<file path="src/rtl/supply_guard_pkg.sv">
package supply_guard_pkg;

  // Bus geometry
  localparam int unsigned ADDR_W = 12;
  localparam int unsigned DATA_W = 32;
  localparam int unsigned IDX_W  = 10;
  localparam int unsigned REG_W  = 8;

  // Register indices, byte address is four times the index
  localparam logic [IDX_W-1:0] IDX_OSC_CTRL   = 10'h1e0;
  localparam logic [IDX_W-1:0] IDX_VDET_CTRL  = 10'h1e3;
  localparam logic [IDX_W-1:0] IDX_VCMP_STAT  = 10'h1e4;
  localparam logic [IDX_W-1:0] IDX_SLEEP_TRIM = 10'h1eb;
  localparam logic [IDX_W-1:0] IDX_IRQ_STAT   = 10'h1f0;
  localparam logic [IDX_W-1:0] IDX_IRQ_MASK   = 10'h1f1;

  // Reset values
  localparam logic [REG_W-1:0] RST_REG = 8'h00;

  // Oscillator control fields
  localparam int unsigned OSC_SPEED_LSB = 0;
  localparam int unsigned OSC_SPEED_W   = 3;
  localparam int unsigned OSC_SLEEP_LSB = 3;
  localparam int unsigned OSC_SLEEP_W   = 2;
  localparam int unsigned OSC_NOBUZZ    = 5;
  localparam logic [REG_W-1:0] OSC_WMASK = 8'h3f;

  // Voltage detect control fields
  localparam int unsigned VD_SEL_LSB  = 0;
  localparam int unsigned VD_SEL_W    = 3;
  localparam int unsigned VD_LEV_LSB  = 4;
  localparam int unsigned VD_LEV_W    = 2;
  localparam logic [REG_W-1:0] VD_WMASK = 8'h37;

  // Comparator status fields
  localparam int unsigned CMP_PWR_BIT = 0;
  localparam int unsigned CMP_LOW_BIT = 1;

  // Sleep duty trim fields
  localparam int unsigned TRIM_LSB = 6;
  localparam int unsigned TRIM_W   = 2;
  localparam logic [REG_W-1:0] TRIM_WMASK = 8'hc0;

  // Trip codes
  localparam logic [VD_LEV_W-1:0] LEV_HIGH    = 2'h2;
  localparam logic [VD_SEL_W-1:0] SEL_4V73    = 3'h6;
  localparam logic [VD_SEL_W-1:0] SEL_4V82    = 3'h7;

  // Highest speed code that stays at or below 12 MHz
  localparam logic [OSC_SPEED_W-1:0] SPEED_12M_MAX = 3'h3;

  // Interrupt event bits
  localparam int unsigned EV_W         = 4;
  localparam int unsigned EV_LOW_SET   = 0;
  localparam int unsigned EV_LOW_CLR   = 1;
  localparam int unsigned EV_PWR_RST   = 2;
  localparam int unsigned EV_SPEED_BAD = 3;

  // Bus answer states
  typedef enum logic [0:0] {
    BUS_IDLE,
    BUS_ACK
  } bus_state_t;

endpackage

</file>
<file path="src/rtl/level_sync.sv">
module level_sync #(
  parameter int unsigned WIDTH = 1
) (
  // Clock and reset
  input  wire logic             clk_i,
  input  wire logic             rst_i,
  // Levels
  input  wire logic [WIDTH-1:0] async_i,
  output logic      [WIDTH-1:0] sync_o
);

  logic [WIDTH-1:0] meta_q;

  // Two flops per bit, first one read only by second
  for (genvar g = 0; g < WIDTH; g++) begin : g_bit
    always_ff @(posedge clk_i) begin
      if (rst_i) begin
        meta_q[g] <= 1'b0;
        sync_o[g] <= 1'b0;
      end else begin
        meta_q[g] <= async_i[g];
        sync_o[g] <= meta_q[g];
      end
    end
  end

endmodule

</file>
<file path="src/rtl/event_flags.sv">
module event_flags #(
  parameter int unsigned WIDTH = 4
) (
  // Clock and reset
  input  wire logic             clk_i,
  input  wire logic             rst_i,
  // Events and software access
  input  wire logic [WIDTH-1:0] event_i,
  input  wire logic             clear_i,
  input  wire logic [WIDTH-1:0] clear_bits_i,
  input  wire logic             mask_we_i,
  input  wire logic [WIDTH-1:0] mask_i,
  // State
  output logic      [WIDTH-1:0] status_o,
  output logic      [WIDTH-1:0] mask_o,
  output logic                  irq_o
);

  logic [WIDTH-1:0] clr;

  // Write one to clear, only on the strobe
  assign clr = clear_i ? clear_bits_i : '0;

  // Sticky bits, a new event beats a clear
  always_ff @(posedge clk_i) begin
    if (rst_i) begin
      status_o <= '0;
    end else begin
      status_o <= (status_o & ~clr) | event_i;
    end
  end

  // Enable mask
  always_ff @(posedge clk_i) begin
    if (rst_i) begin
      mask_o <= '0;
    end else if (mask_we_i) begin
      mask_o <= mask_i;
    end
  end

  // Level interrupt from next state
  always_ff @(posedge clk_i) begin
    if (rst_i) begin
      irq_o <= 1'b0;
    end else begin
      irq_o <= |(((status_o & ~clr) | event_i) & (mask_we_i ? mask_i : mask_o));
    end
  end

endmodule

</file>
<file path="src/rtl/supply_monitor_speed_guard.sv">
// Operation
// - Level code 10b selects high reset trip
// - Detector uses three-bit trip select field
// - Comparator status bit 1 shows low voltage
// - Reset trip defaults low after reset
// - Maskable interrupt on supply dip below trip
module supply_monitor_speed_guard (
  // Clock and reset
  input  wire logic                                   clk_i,
  input  wire logic                                   rst_i,
  // Wishbone slave
  input  wire logic                                   cyc_i,
  input  wire logic                                   stb_i,
  input  wire logic                                   we_i,
  input  wire logic [supply_guard_pkg::ADDR_W-1:0]    adr_i,
  input  wire logic [3:0]                             sel_i,
  input  wire logic [supply_guard_pkg::DATA_W-1:0]    dat_i,
  output logic      [supply_guard_pkg::DATA_W-1:0]    dat_o,
  output logic                                        ack_o,
  // CPU flags
  input  wire logic                                   ext_space_select_i,
  // Analog comparator levels
  input  wire logic                                   low_voltage_raw_i,
  input  wire logic                                   power_reset_raw_i,
  // Analog and clock controls
  output logic      [supply_guard_pkg::VD_LEV_W-1:0]  reset_trip_level_o,
  output logic                                        high_trip_o,
  output logic      [supply_guard_pkg::VD_SEL_W-1:0]  detect_trip_select_o,
  output logic                                        detect_above_reset_o,
  output logic      [supply_guard_pkg::OSC_SPEED_W-1:0] cpu_speed_o,
  output logic      [supply_guard_pkg::OSC_SLEEP_W-1:0] sleep_timer_o,
  output logic                                        no_buzz_o,
  output logic      [supply_guard_pkg::TRIM_W-1:0]    sleep_duty_o,
  // Interrupt
  output logic                                        irq_o
);

  import supply_guard_pkg::*;

  // Bus state
  bus_state_t bus_state_q;
  logic       bus_req;
  logic       bus_wr;
  logic       bus_rd;
  logic [IDX_W-1:0] bus_idx;
  logic [REG_W-1:0] wr_byte;
  logic       lane0;

  // Registers
  logic [REG_W-1:0] osc_ctrl_q;
  logic [REG_W-1:0] osc_ctrl_d;
  logic [REG_W-1:0] vdet_ctrl_q;
  logic [REG_W-1:0] vdet_ctrl_d;
  logic [REG_W-1:0] vcmp_stat_q;
  logic [REG_W-1:0] sleep_trim_q;
  logic [REG_W-1:0] sleep_trim_d;
  logic [REG_W-1:0] rd_byte;

  // Synchronised comparator levels
  logic low_voltage_flag;
  logic power_reset_flag;
  logic low_voltage_prev_q;
  logic power_reset_prev_q;

  // Events
  logic [EV_W-1:0] events;
  logic [EV_W-1:0] irq_status;
  logic [EV_W-1:0] irq_mask;
  logic            stat_clear;
  logic            mask_we;
  logic            speed_bad;
  logic            speed_bad_q;

  // Register write strobes
  logic            osc_we;
  logic            vdet_we;
  logic            trim_we;

  // Register select helper, used for reads and writes
  function automatic logic hit(input logic [IDX_W-1:0] idx,
                               input logic [IDX_W-1:0] reg_idx);
    hit = (idx == reg_idx);
  endfunction

  // Speed above the 12 MHz band
  function automatic logic fast_speed(input logic [OSC_SPEED_W-1:0] code);
    fast_speed = (code > SPEED_12M_MAX);
  endfunction

  // Speed field of an oscillator control byte
  function automatic logic [OSC_SPEED_W-1:0] speed_code(input logic [REG_W-1:0] ctrl);
    speed_code = ctrl[OSC_SPEED_LSB +: OSC_SPEED_W];
  endfunction

  // Reset trip level field of a detect control byte
  function automatic logic [VD_LEV_W-1:0] trip_level(input logic [REG_W-1:0] ctrl);
    trip_level = ctrl[VD_LEV_LSB +: VD_LEV_W];
  endfunction

  // Detector select field of a detect control byte
  function automatic logic [VD_SEL_W-1:0] trip_select(input logic [REG_W-1:0] ctrl);
    trip_select = ctrl[VD_SEL_LSB +: VD_SEL_W];
  endfunction

  // Detector codes that sit above the reset level
  function automatic logic above_reset(input logic [VD_SEL_W-1:0] sel);
    above_reset = (sel == SEL_4V73) || (sel == SEL_4V82);
  endfunction

  // Event bits widened to a register byte
  function automatic logic [REG_W-1:0] ev_byte(input logic [EV_W-1:0] bits);
    ev_byte = {{(REG_W-EV_W){1'b0}}, bits};
  endfunction

  // Request decode; extended space only reachable with the flag set
  assign bus_req = cyc_i && stb_i && (bus_state_q == BUS_IDLE);
  assign bus_idx = adr_i[ADDR_W-1:2];
  assign lane0   = sel_i[0];
  assign wr_byte = dat_i[REG_W-1:0];
  assign bus_wr  = bus_req && we_i && lane0 && ext_space_select_i;
  assign bus_rd  = bus_req && !we_i && ext_space_select_i;

  // Write strobes per register
  assign osc_we  = bus_wr && hit(bus_idx, IDX_OSC_CTRL);
  assign vdet_we = bus_wr && hit(bus_idx, IDX_VDET_CTRL);
  assign trim_we = bus_wr && hit(bus_idx, IDX_SLEEP_TRIM);

  // One answer per request, ack drops for a cycle after
  always_ff @(posedge clk_i) begin
    if (rst_i) begin
      bus_state_q <= BUS_IDLE;
      ack_o       <= 1'b0;
    end else begin
      case (bus_state_q)
        BUS_IDLE: begin
          if (cyc_i && stb_i) begin
            bus_state_q <= BUS_ACK;
            ack_o       <= 1'b1;
          end
        end
        BUS_ACK: begin
          bus_state_q <= BUS_IDLE;
          ack_o       <= 1'b0;
        end
        default: begin
          bus_state_q <= BUS_IDLE;
          ack_o       <= 1'b0;
        end
      endcase
    end
  end

  // Oscillator control next value
  always_comb begin
    osc_ctrl_d = osc_ctrl_q;
    if (osc_we) begin
      osc_ctrl_d = wr_byte & OSC_WMASK;
    end
  end

  // Oscillator control register
  always_ff @(posedge clk_i) begin
    if (rst_i) begin
      osc_ctrl_q <= RST_REG;
    end else begin
      osc_ctrl_q <= osc_ctrl_d;
    end
  end

  // Voltage detect control next value, reserved bits stay zero
  always_comb begin
    vdet_ctrl_d = vdet_ctrl_q;
    if (vdet_we) begin
      vdet_ctrl_d = wr_byte & VD_WMASK;
    end
  end

  // Voltage detect control register, low trip after reset
  always_ff @(posedge clk_i) begin
    if (rst_i) begin
      vdet_ctrl_q <= RST_REG;
    end else begin
      vdet_ctrl_q <= vdet_ctrl_d;
    end
  end

  // Sleep duty trim next value
  always_comb begin
    sleep_trim_d = sleep_trim_q;
    if (trim_we) begin
      sleep_trim_d = wr_byte & TRIM_WMASK;
    end
  end

  // Sleep duty trim register
  always_ff @(posedge clk_i) begin
    if (rst_i) begin
      sleep_trim_q <= RST_REG;
    end else begin
      sleep_trim_q <= sleep_trim_d;
    end
  end

  // Comparator levels cross into the clock domain
  level_sync #(
    .WIDTH (2)
  ) u_cmp_sync (
    .clk_i   (clk_i),
    .rst_i   (rst_i),
    .async_i ({low_voltage_raw_i, power_reset_raw_i}),
    .sync_o  ({low_voltage_flag, power_reset_flag})
  );

  // Comparator status, read only mirror of synced levels
  always_ff @(posedge clk_i) begin
    if (rst_i) begin
      vcmp_stat_q <= RST_REG;
    end else begin
      vcmp_stat_q              <= RST_REG;
      vcmp_stat_q[CMP_LOW_BIT] <= low_voltage_flag;
      vcmp_stat_q[CMP_PWR_BIT] <= power_reset_flag;
    end
  end

  // Previous levels for edge events
  always_ff @(posedge clk_i) begin
    if (rst_i) begin
      low_voltage_prev_q <= 1'b0;
      power_reset_prev_q <= 1'b0;
    end else begin
      low_voltage_prev_q <= low_voltage_flag;
      power_reset_prev_q <= power_reset_flag;
    end
  end

  // Fast speed selected while trip is not high
  assign speed_bad = fast_speed(speed_code(osc_ctrl_q)) &&
                     (trip_level(vdet_ctrl_q) != LEV_HIGH);

  // Speed guard edge tracking
  always_ff @(posedge clk_i) begin
    if (rst_i) begin
      speed_bad_q <= 1'b0;
    end else begin
      speed_bad_q <= speed_bad;
    end
  end

  // Event pulses
  always_comb begin
    events               = '0;
    events[EV_LOW_SET]   = low_voltage_flag && !low_voltage_prev_q;
    events[EV_LOW_CLR]   = !low_voltage_flag && low_voltage_prev_q;
    events[EV_PWR_RST]   = power_reset_flag && !power_reset_prev_q;
    events[EV_SPEED_BAD] = speed_bad && !speed_bad_q;
  end

  // Status clear and mask write strobes
  assign stat_clear = bus_wr && hit(bus_idx, IDX_IRQ_STAT);
  assign mask_we    = bus_wr && hit(bus_idx, IDX_IRQ_MASK);

  // Sticky status, mask and interrupt line
  event_flags #(
    .WIDTH (EV_W)
  ) u_events (
    .clk_i        (clk_i),
    .rst_i        (rst_i),
    .event_i      (events),
    .clear_i      (stat_clear),
    .clear_bits_i (wr_byte[EV_W-1:0]),
    .mask_we_i    (mask_we),
    .mask_i       (wr_byte[EV_W-1:0]),
    .status_o     (irq_status),
    .mask_o       (irq_mask),
    .irq_o        (irq_o)
  );

  // Read multiplexer, unmapped reads return zero
  always_comb begin
    rd_byte = RST_REG;
    if (hit(bus_idx, IDX_OSC_CTRL)) begin
      rd_byte = osc_ctrl_q;
    end else if (hit(bus_idx, IDX_VDET_CTRL)) begin
      rd_byte = vdet_ctrl_q;
    end else if (hit(bus_idx, IDX_VCMP_STAT)) begin
      rd_byte = vcmp_stat_q;
    end else if (hit(bus_idx, IDX_SLEEP_TRIM)) begin
      rd_byte = sleep_trim_q;
    end else if (hit(bus_idx, IDX_IRQ_STAT)) begin
      rd_byte = ev_byte(irq_status);
    end else if (hit(bus_idx, IDX_IRQ_MASK)) begin
      rd_byte = ev_byte(irq_mask);
    end
  end

  // Read data register, cleared by other requests, held while idle
  always_ff @(posedge clk_i) begin
    if (rst_i) begin
      dat_o <= '0;
    end else if (bus_rd) begin
      dat_o <= {{(DATA_W-REG_W){1'b0}}, rd_byte};
    end else if (bus_req) begin
      dat_o <= '0;
    end
  end

  // Reset trip controls for the analog supervisor
  always_ff @(posedge clk_i) begin
    if (rst_i) begin
      reset_trip_level_o <= '0;
      high_trip_o        <= 1'b0;
    end else begin
      reset_trip_level_o <= trip_level(vdet_ctrl_d);
      high_trip_o        <= (trip_level(vdet_ctrl_d) == LEV_HIGH);
    end
  end

  // Detector trip select for the analog comparator
  always_ff @(posedge clk_i) begin
    if (rst_i) begin
      detect_trip_select_o <= '0;
      detect_above_reset_o <= 1'b0;
    end else begin
      detect_trip_select_o <= trip_select(vdet_ctrl_d);
      detect_above_reset_o <= above_reset(trip_select(vdet_ctrl_d));
    end
  end

  // Clock controls; speed changes follow firmware ordering
  always_ff @(posedge clk_i) begin
    if (rst_i) begin
      cpu_speed_o   <= '0;
      sleep_timer_o <= '0;
      no_buzz_o     <= 1'b0;
    end else begin
      cpu_speed_o   <= speed_code(osc_ctrl_d);
      sleep_timer_o <= osc_ctrl_d[OSC_SLEEP_LSB +: OSC_SLEEP_W];
      no_buzz_o     <= osc_ctrl_d[OSC_NOBUZZ];
    end
  end

  // Sleep duty trim output
  always_ff @(posedge clk_i) begin
    if (rst_i) begin
      sleep_duty_o <= '0;
    end else begin
      sleep_duty_o <= sleep_trim_d[TRIM_LSB +: TRIM_W];
    end
  end

endmodule

</file>
<file path="config.mk">
export PLATFORM = sky130hd
export DESIGN_NAME = supply_monitor_speed_guard
export DESIGN_NICKNAME = d
export VERILOG_FILES = /design/src/rtl/supply_guard_pkg.sv /design/src/rtl/level_sync.sv /design/src/rtl/event_flags.sv /design/src/rtl/supply_monitor_speed_guard.sv
export SDC_FILE = /design/constraint.sdc
export NUM_CORES = 1
export LEC_CHECK = 0
export BUFFER_PORTS_ARGS = -buffer_cell sky130_fd_sc_hd__clkbuf_2
export CELL_PAD_IN_SITES_DETAIL_PLACEMENT = 1
export CELL_PAD_IN_SITES_GLOBAL_PLACEMENT = 1
export CORE_ASPECT_RATIO = 2
export CORE_MARGIN = 1.5
export CORE_UTILIZATION = 35
export DETAILED_ROUTE_END_ITERATION = 10
export PLACE_DENSITY = 0.82
export SYNTH_ARGS = -nofsm -noshare
export SYNTH_HDL_FRONTEND = slang
export SYNTH_HIERARCHICAL = 1
export SYNTH_SLANG_ARGS = --single-unit
</file>
<file path="constraint.sdc">
create_clock -name clk_i -period 6.1 [get_ports clk_i]
set_clock_uncertainty 0.1 [all_clocks]
set_input_delay 1.22 -clock clk_i [delete_from_list [all_inputs] [get_ports clk_i]]
set_output_delay 1.22 -clock clk_i [all_outputs]
set_load 0.01 [all_outputs]
</file>
==> run_results.csv <==
group,metric,value,unit
global_routing,first_global_vias,1794,
setup_path,r2r-end,"u_events/irq_o$_SDFF_PP0_",
sta,worst_pin_slew,0.943,ns
final_layout,drive_gt1_share,24.8,%
setup_path,path_class,"input pin to flip-flop",
setup_path,critPathBufInv,3,
setup_path,cp_cell_sequence,"clkbuf_2 -> nor4b_1 -> inv_1 -> nor4_1 -> clkbuf_2 -> mux2i_1 -> o21ba_1 -> o41a_1",
sta,fmax,254,MHz
setup_path,crit_family,"simple AND/OR/NAND/NOR gates",
pwr,cellPowerDensity,259,nW/µm²
cts,clock_path_buffers,2,
synth,synth-edff-count,0,
detailed_routing,dr.pass1.iters,4,
cts,cts_resized,0,
final_layout,final_common_cell,"clkbuf_2",
pwr,pwr-share-clk,49.1,%
synth,ys.flop_type,"dfxtp_1",
synth,synth.distinct_cells,46,
detailed_routing,viasPerCell,5.29,
setup_path,slowest_delay,0.72,ns
setup_path,cp_slowest_cell,"nor4_1",
synth,syn_area_per_cell,9.25,µm²
detailed_routing,wire_per_inst,16.4,µm
setup_path,ff2ff_path_depth,7,
place,place_congestion,0.789,
pwr,swShare,21.9,%
global_routing,overflow,0,
final_layout,fin_area,2430,µm²
synth,syn-instance-count,222,
detailed_routing,final_antenna_net_count,0,
final_layout,layout_common_cells,"clkbuf_2, dfxtp_1, nor2_1",
cts,cts.htree.levels,2,
setup_path,crit_path_end,"u_events/irq_o$_SDFF_PP0_",
detailed_routing,drt_iter0_drc,39,
sta,setup_viol,0,
cts,clkTransAtPathRegs,0.06,ns
detailed_routing,wirelength,5.51,mm
final_layout,final_util,42.5,%
sta,tns,0,ns
cts,cts_tree,"done",
floorplanning,die_area,6370,µm²
setup_path,r2r_start,"bus_state_q$_SDFF_PP0_",
synth,synth_seq_cells,41,
detailed_routing,drc_errors,0,
sta,max_slew_margin,36.5,%
cts,post_cts.repair.setup_buffers,0,
floorplanning,fp-row-count,39,
synth,yosysWarnings,6,
pwr,seqPwrFrac,43.4,%
floorplanning,die_w,57.2,µm
place,portBuffers,51,
cts,root_buffer,"clkbuf_16",
setup_path,start_kind,"input pin",
place,placed_cell_area,2250,µm²
setup_path,cp_common_cell,"clkbuf_2",
pwr,vdd_drop_max,0.000245,V
setup_path,critical_path_depth,8,
global_routing,antenna_found_initial,0,
status,status,"finished, final reports clean",
setup_path,startpoint,"adr_i[3]",
floorplanning,die_y,111,µm
setup_path,reg2reg_setup_slack,3.39,ns
final_layout,num_antenna_cells,0,
global_routing,grt_max_degree,43,
sta,finalCritPeriodShare,64.5,%
synth,syn-cell-area,2050,µm²
setup_path,crit_arrival,4.00,ns
place,dpl.hpwl,4.27,mm
detailed_routing,vias,1772,
sta,slew_viol_final,0,
sta,rsz0062_at_grt,"false",
job,maxCapViolations,0,
floorplanning,io_pins,105,
pwr,intPower,0.000491,W
pwr,total_leakage_power,1.06,nW
cts,clkLatencyLatePin,0.29,ns
sta,hold_viol_final,0,
floorplanning,core-area,5710,µm²
pwr,power_switching,0.000137,W
synth,ys_seq_area_share,40.0,%
synth,async_flop_share,0,%
floorplanning,start_util,36.0,%
pwr,combinationalPowerShare,7.6,%
final_layout,final-instance-count-excl-fill,335,
global_routing,grt_usage,18.0,%
setup_path,path_max_fanout,8,
setup_path,crit_path_end_kind,"flip-flop",
cts,cts.sinks,41,
cts,cts_made_buffers,5,
cts,postCtsHoldBufs,0,
place,dp.cells,326,
global_routing,grt_pass1_wl,8.71,mm
sta,fin_crit,3.93,ns
final_layout,nNetsFinal,329,
worst_hold_path,hp-class,"flip-flop to flip-flop",
final_layout,area_growth_syn_to_layout,18.1,%
setup_path,worstPathRequired,6.17,ns
[layout make-up]
cell class,count,area (µm²)
Inverter,4,15.0
Tap cell,61,76.3
Multi-Input combinational cell,169,1080
Fill cell,700,3280
Timing Repair Buffer,52,260
Sequential cell,41,821
Clock buffer,7,143
Clock inverter,1,30.0
[cells in the mapped netlist, types with 3 or more instances]
cell	n	area (µm²)
nand3b_1	4	30.0
a21boi_0	4	30.0
a22o_1	3	26.3
nor2b_1	10	62.6
nand2b_1	5	31.3
buf_4	26	195
a21oi_1	9	45.0
inv_1	4	15.0
nand3_1	7	35.0
nor2_1	33	124
o21ba_1	3	30.0
nor4_1	3	18.8
o21ai_0	4	20.0
dfxtp_1	41	821
mux2i_1	17	170
nand2_1	6	22.5
nand4b_1	3	26.3
[cells by family after synthesis]
logic type | count (synthesis) | synth area share, %
AND/OR/NAND/NOR | 90 | 25.8
other | 1 | 0.183
buffers and inverters | 35 | 11.6
flip-flops | 41 | 40.0
multiplexers | 19 | 9.38
AO/OA/AOI/OAI | 36 | 13.2
[power by group through the flow]
stage	Combinational, W	Sequential (W)	Clock, W
floorplan	0.0000390	0.000278	0
global placement	0.0000461	0.000278	0
detailed placement	0.0000472	0.000278	0
CTS	0.0000474	0.000272	0.000317
global route	0.0000524	0.000273	0.000325
finish	0.0000476	0.000273	0.000308
[per-layer routing]
metal | vias to the layer above | wire, µm | global-route usage, %
met4 | 0 | 224 | 11.5
met3 | 15 | 249 | 3.72
met1 | 850 | 1860 | 16.7
li1 | 841 | - | -
met5 | - | 0 | 0
met2 | 66 | 3180 | 33.7
[how the worst min path moves through the flow]
| stage | startpoint | end | cells after the start |
|---|---|---|---|
| floorplan | u_cmp_sync/meta_q[0]$_SDFF_PP0_ | u_cmp_sync/sync_o[0]$_SDFF_PP0_ | 1 |
| global placement | u_cmp_sync/meta_q[0]$_SDFF_PP0_ | u_cmp_sync/sync_o[0]$_SDFF_PP0_ | 1 |
| detailed placement | u_cmp_sync/meta_q[1]$_SDFF_PP0_ | u_cmp_sync/sync_o[1]$_SDFF_PP0_ | 1 |
| CTS | u_cmp_sync/meta_q[1]$_SDFF_PP0_ | u_cmp_sync/sync_o[1]$_SDFF_PP0_ | 1 |
| global route | u_cmp_sync/meta_q[0]$_SDFF_PP0_ | u_cmp_sync/sync_o[0]$_SDFF_PP0_ | 1 |
| finish | u_cmp_sync/meta_q[1]$_SDFF_PP0_ | u_cmp_sync/sync_o[1]$_SDFF_PP0_ | 1 |
[stage by stage]
step | setup WS, ns | power [W] | hold slack (ns)
CTS | 1.99 | 0.000637 | 0.357
global route | 1.98 | 0.000650 | 0.366
finish | 2.17 | 0.000628 | 0.351
floorplan | 2.91 | 0.000317 | 0.314
detailed placement | 1.67 | 0.000326 | 0.342
global placement | 1.88 | 0.000324 | 0.325
[registers in the layout, indices dropped and copies added, names as in the netlist, 4 cells and up]
signal             cells
dat_o                  8
osc_ctrl_q             6
vdet_ctrl_q            5
u_events/mask_o        4
u_events/status_o      4
(Power assumes the default switching activity.)
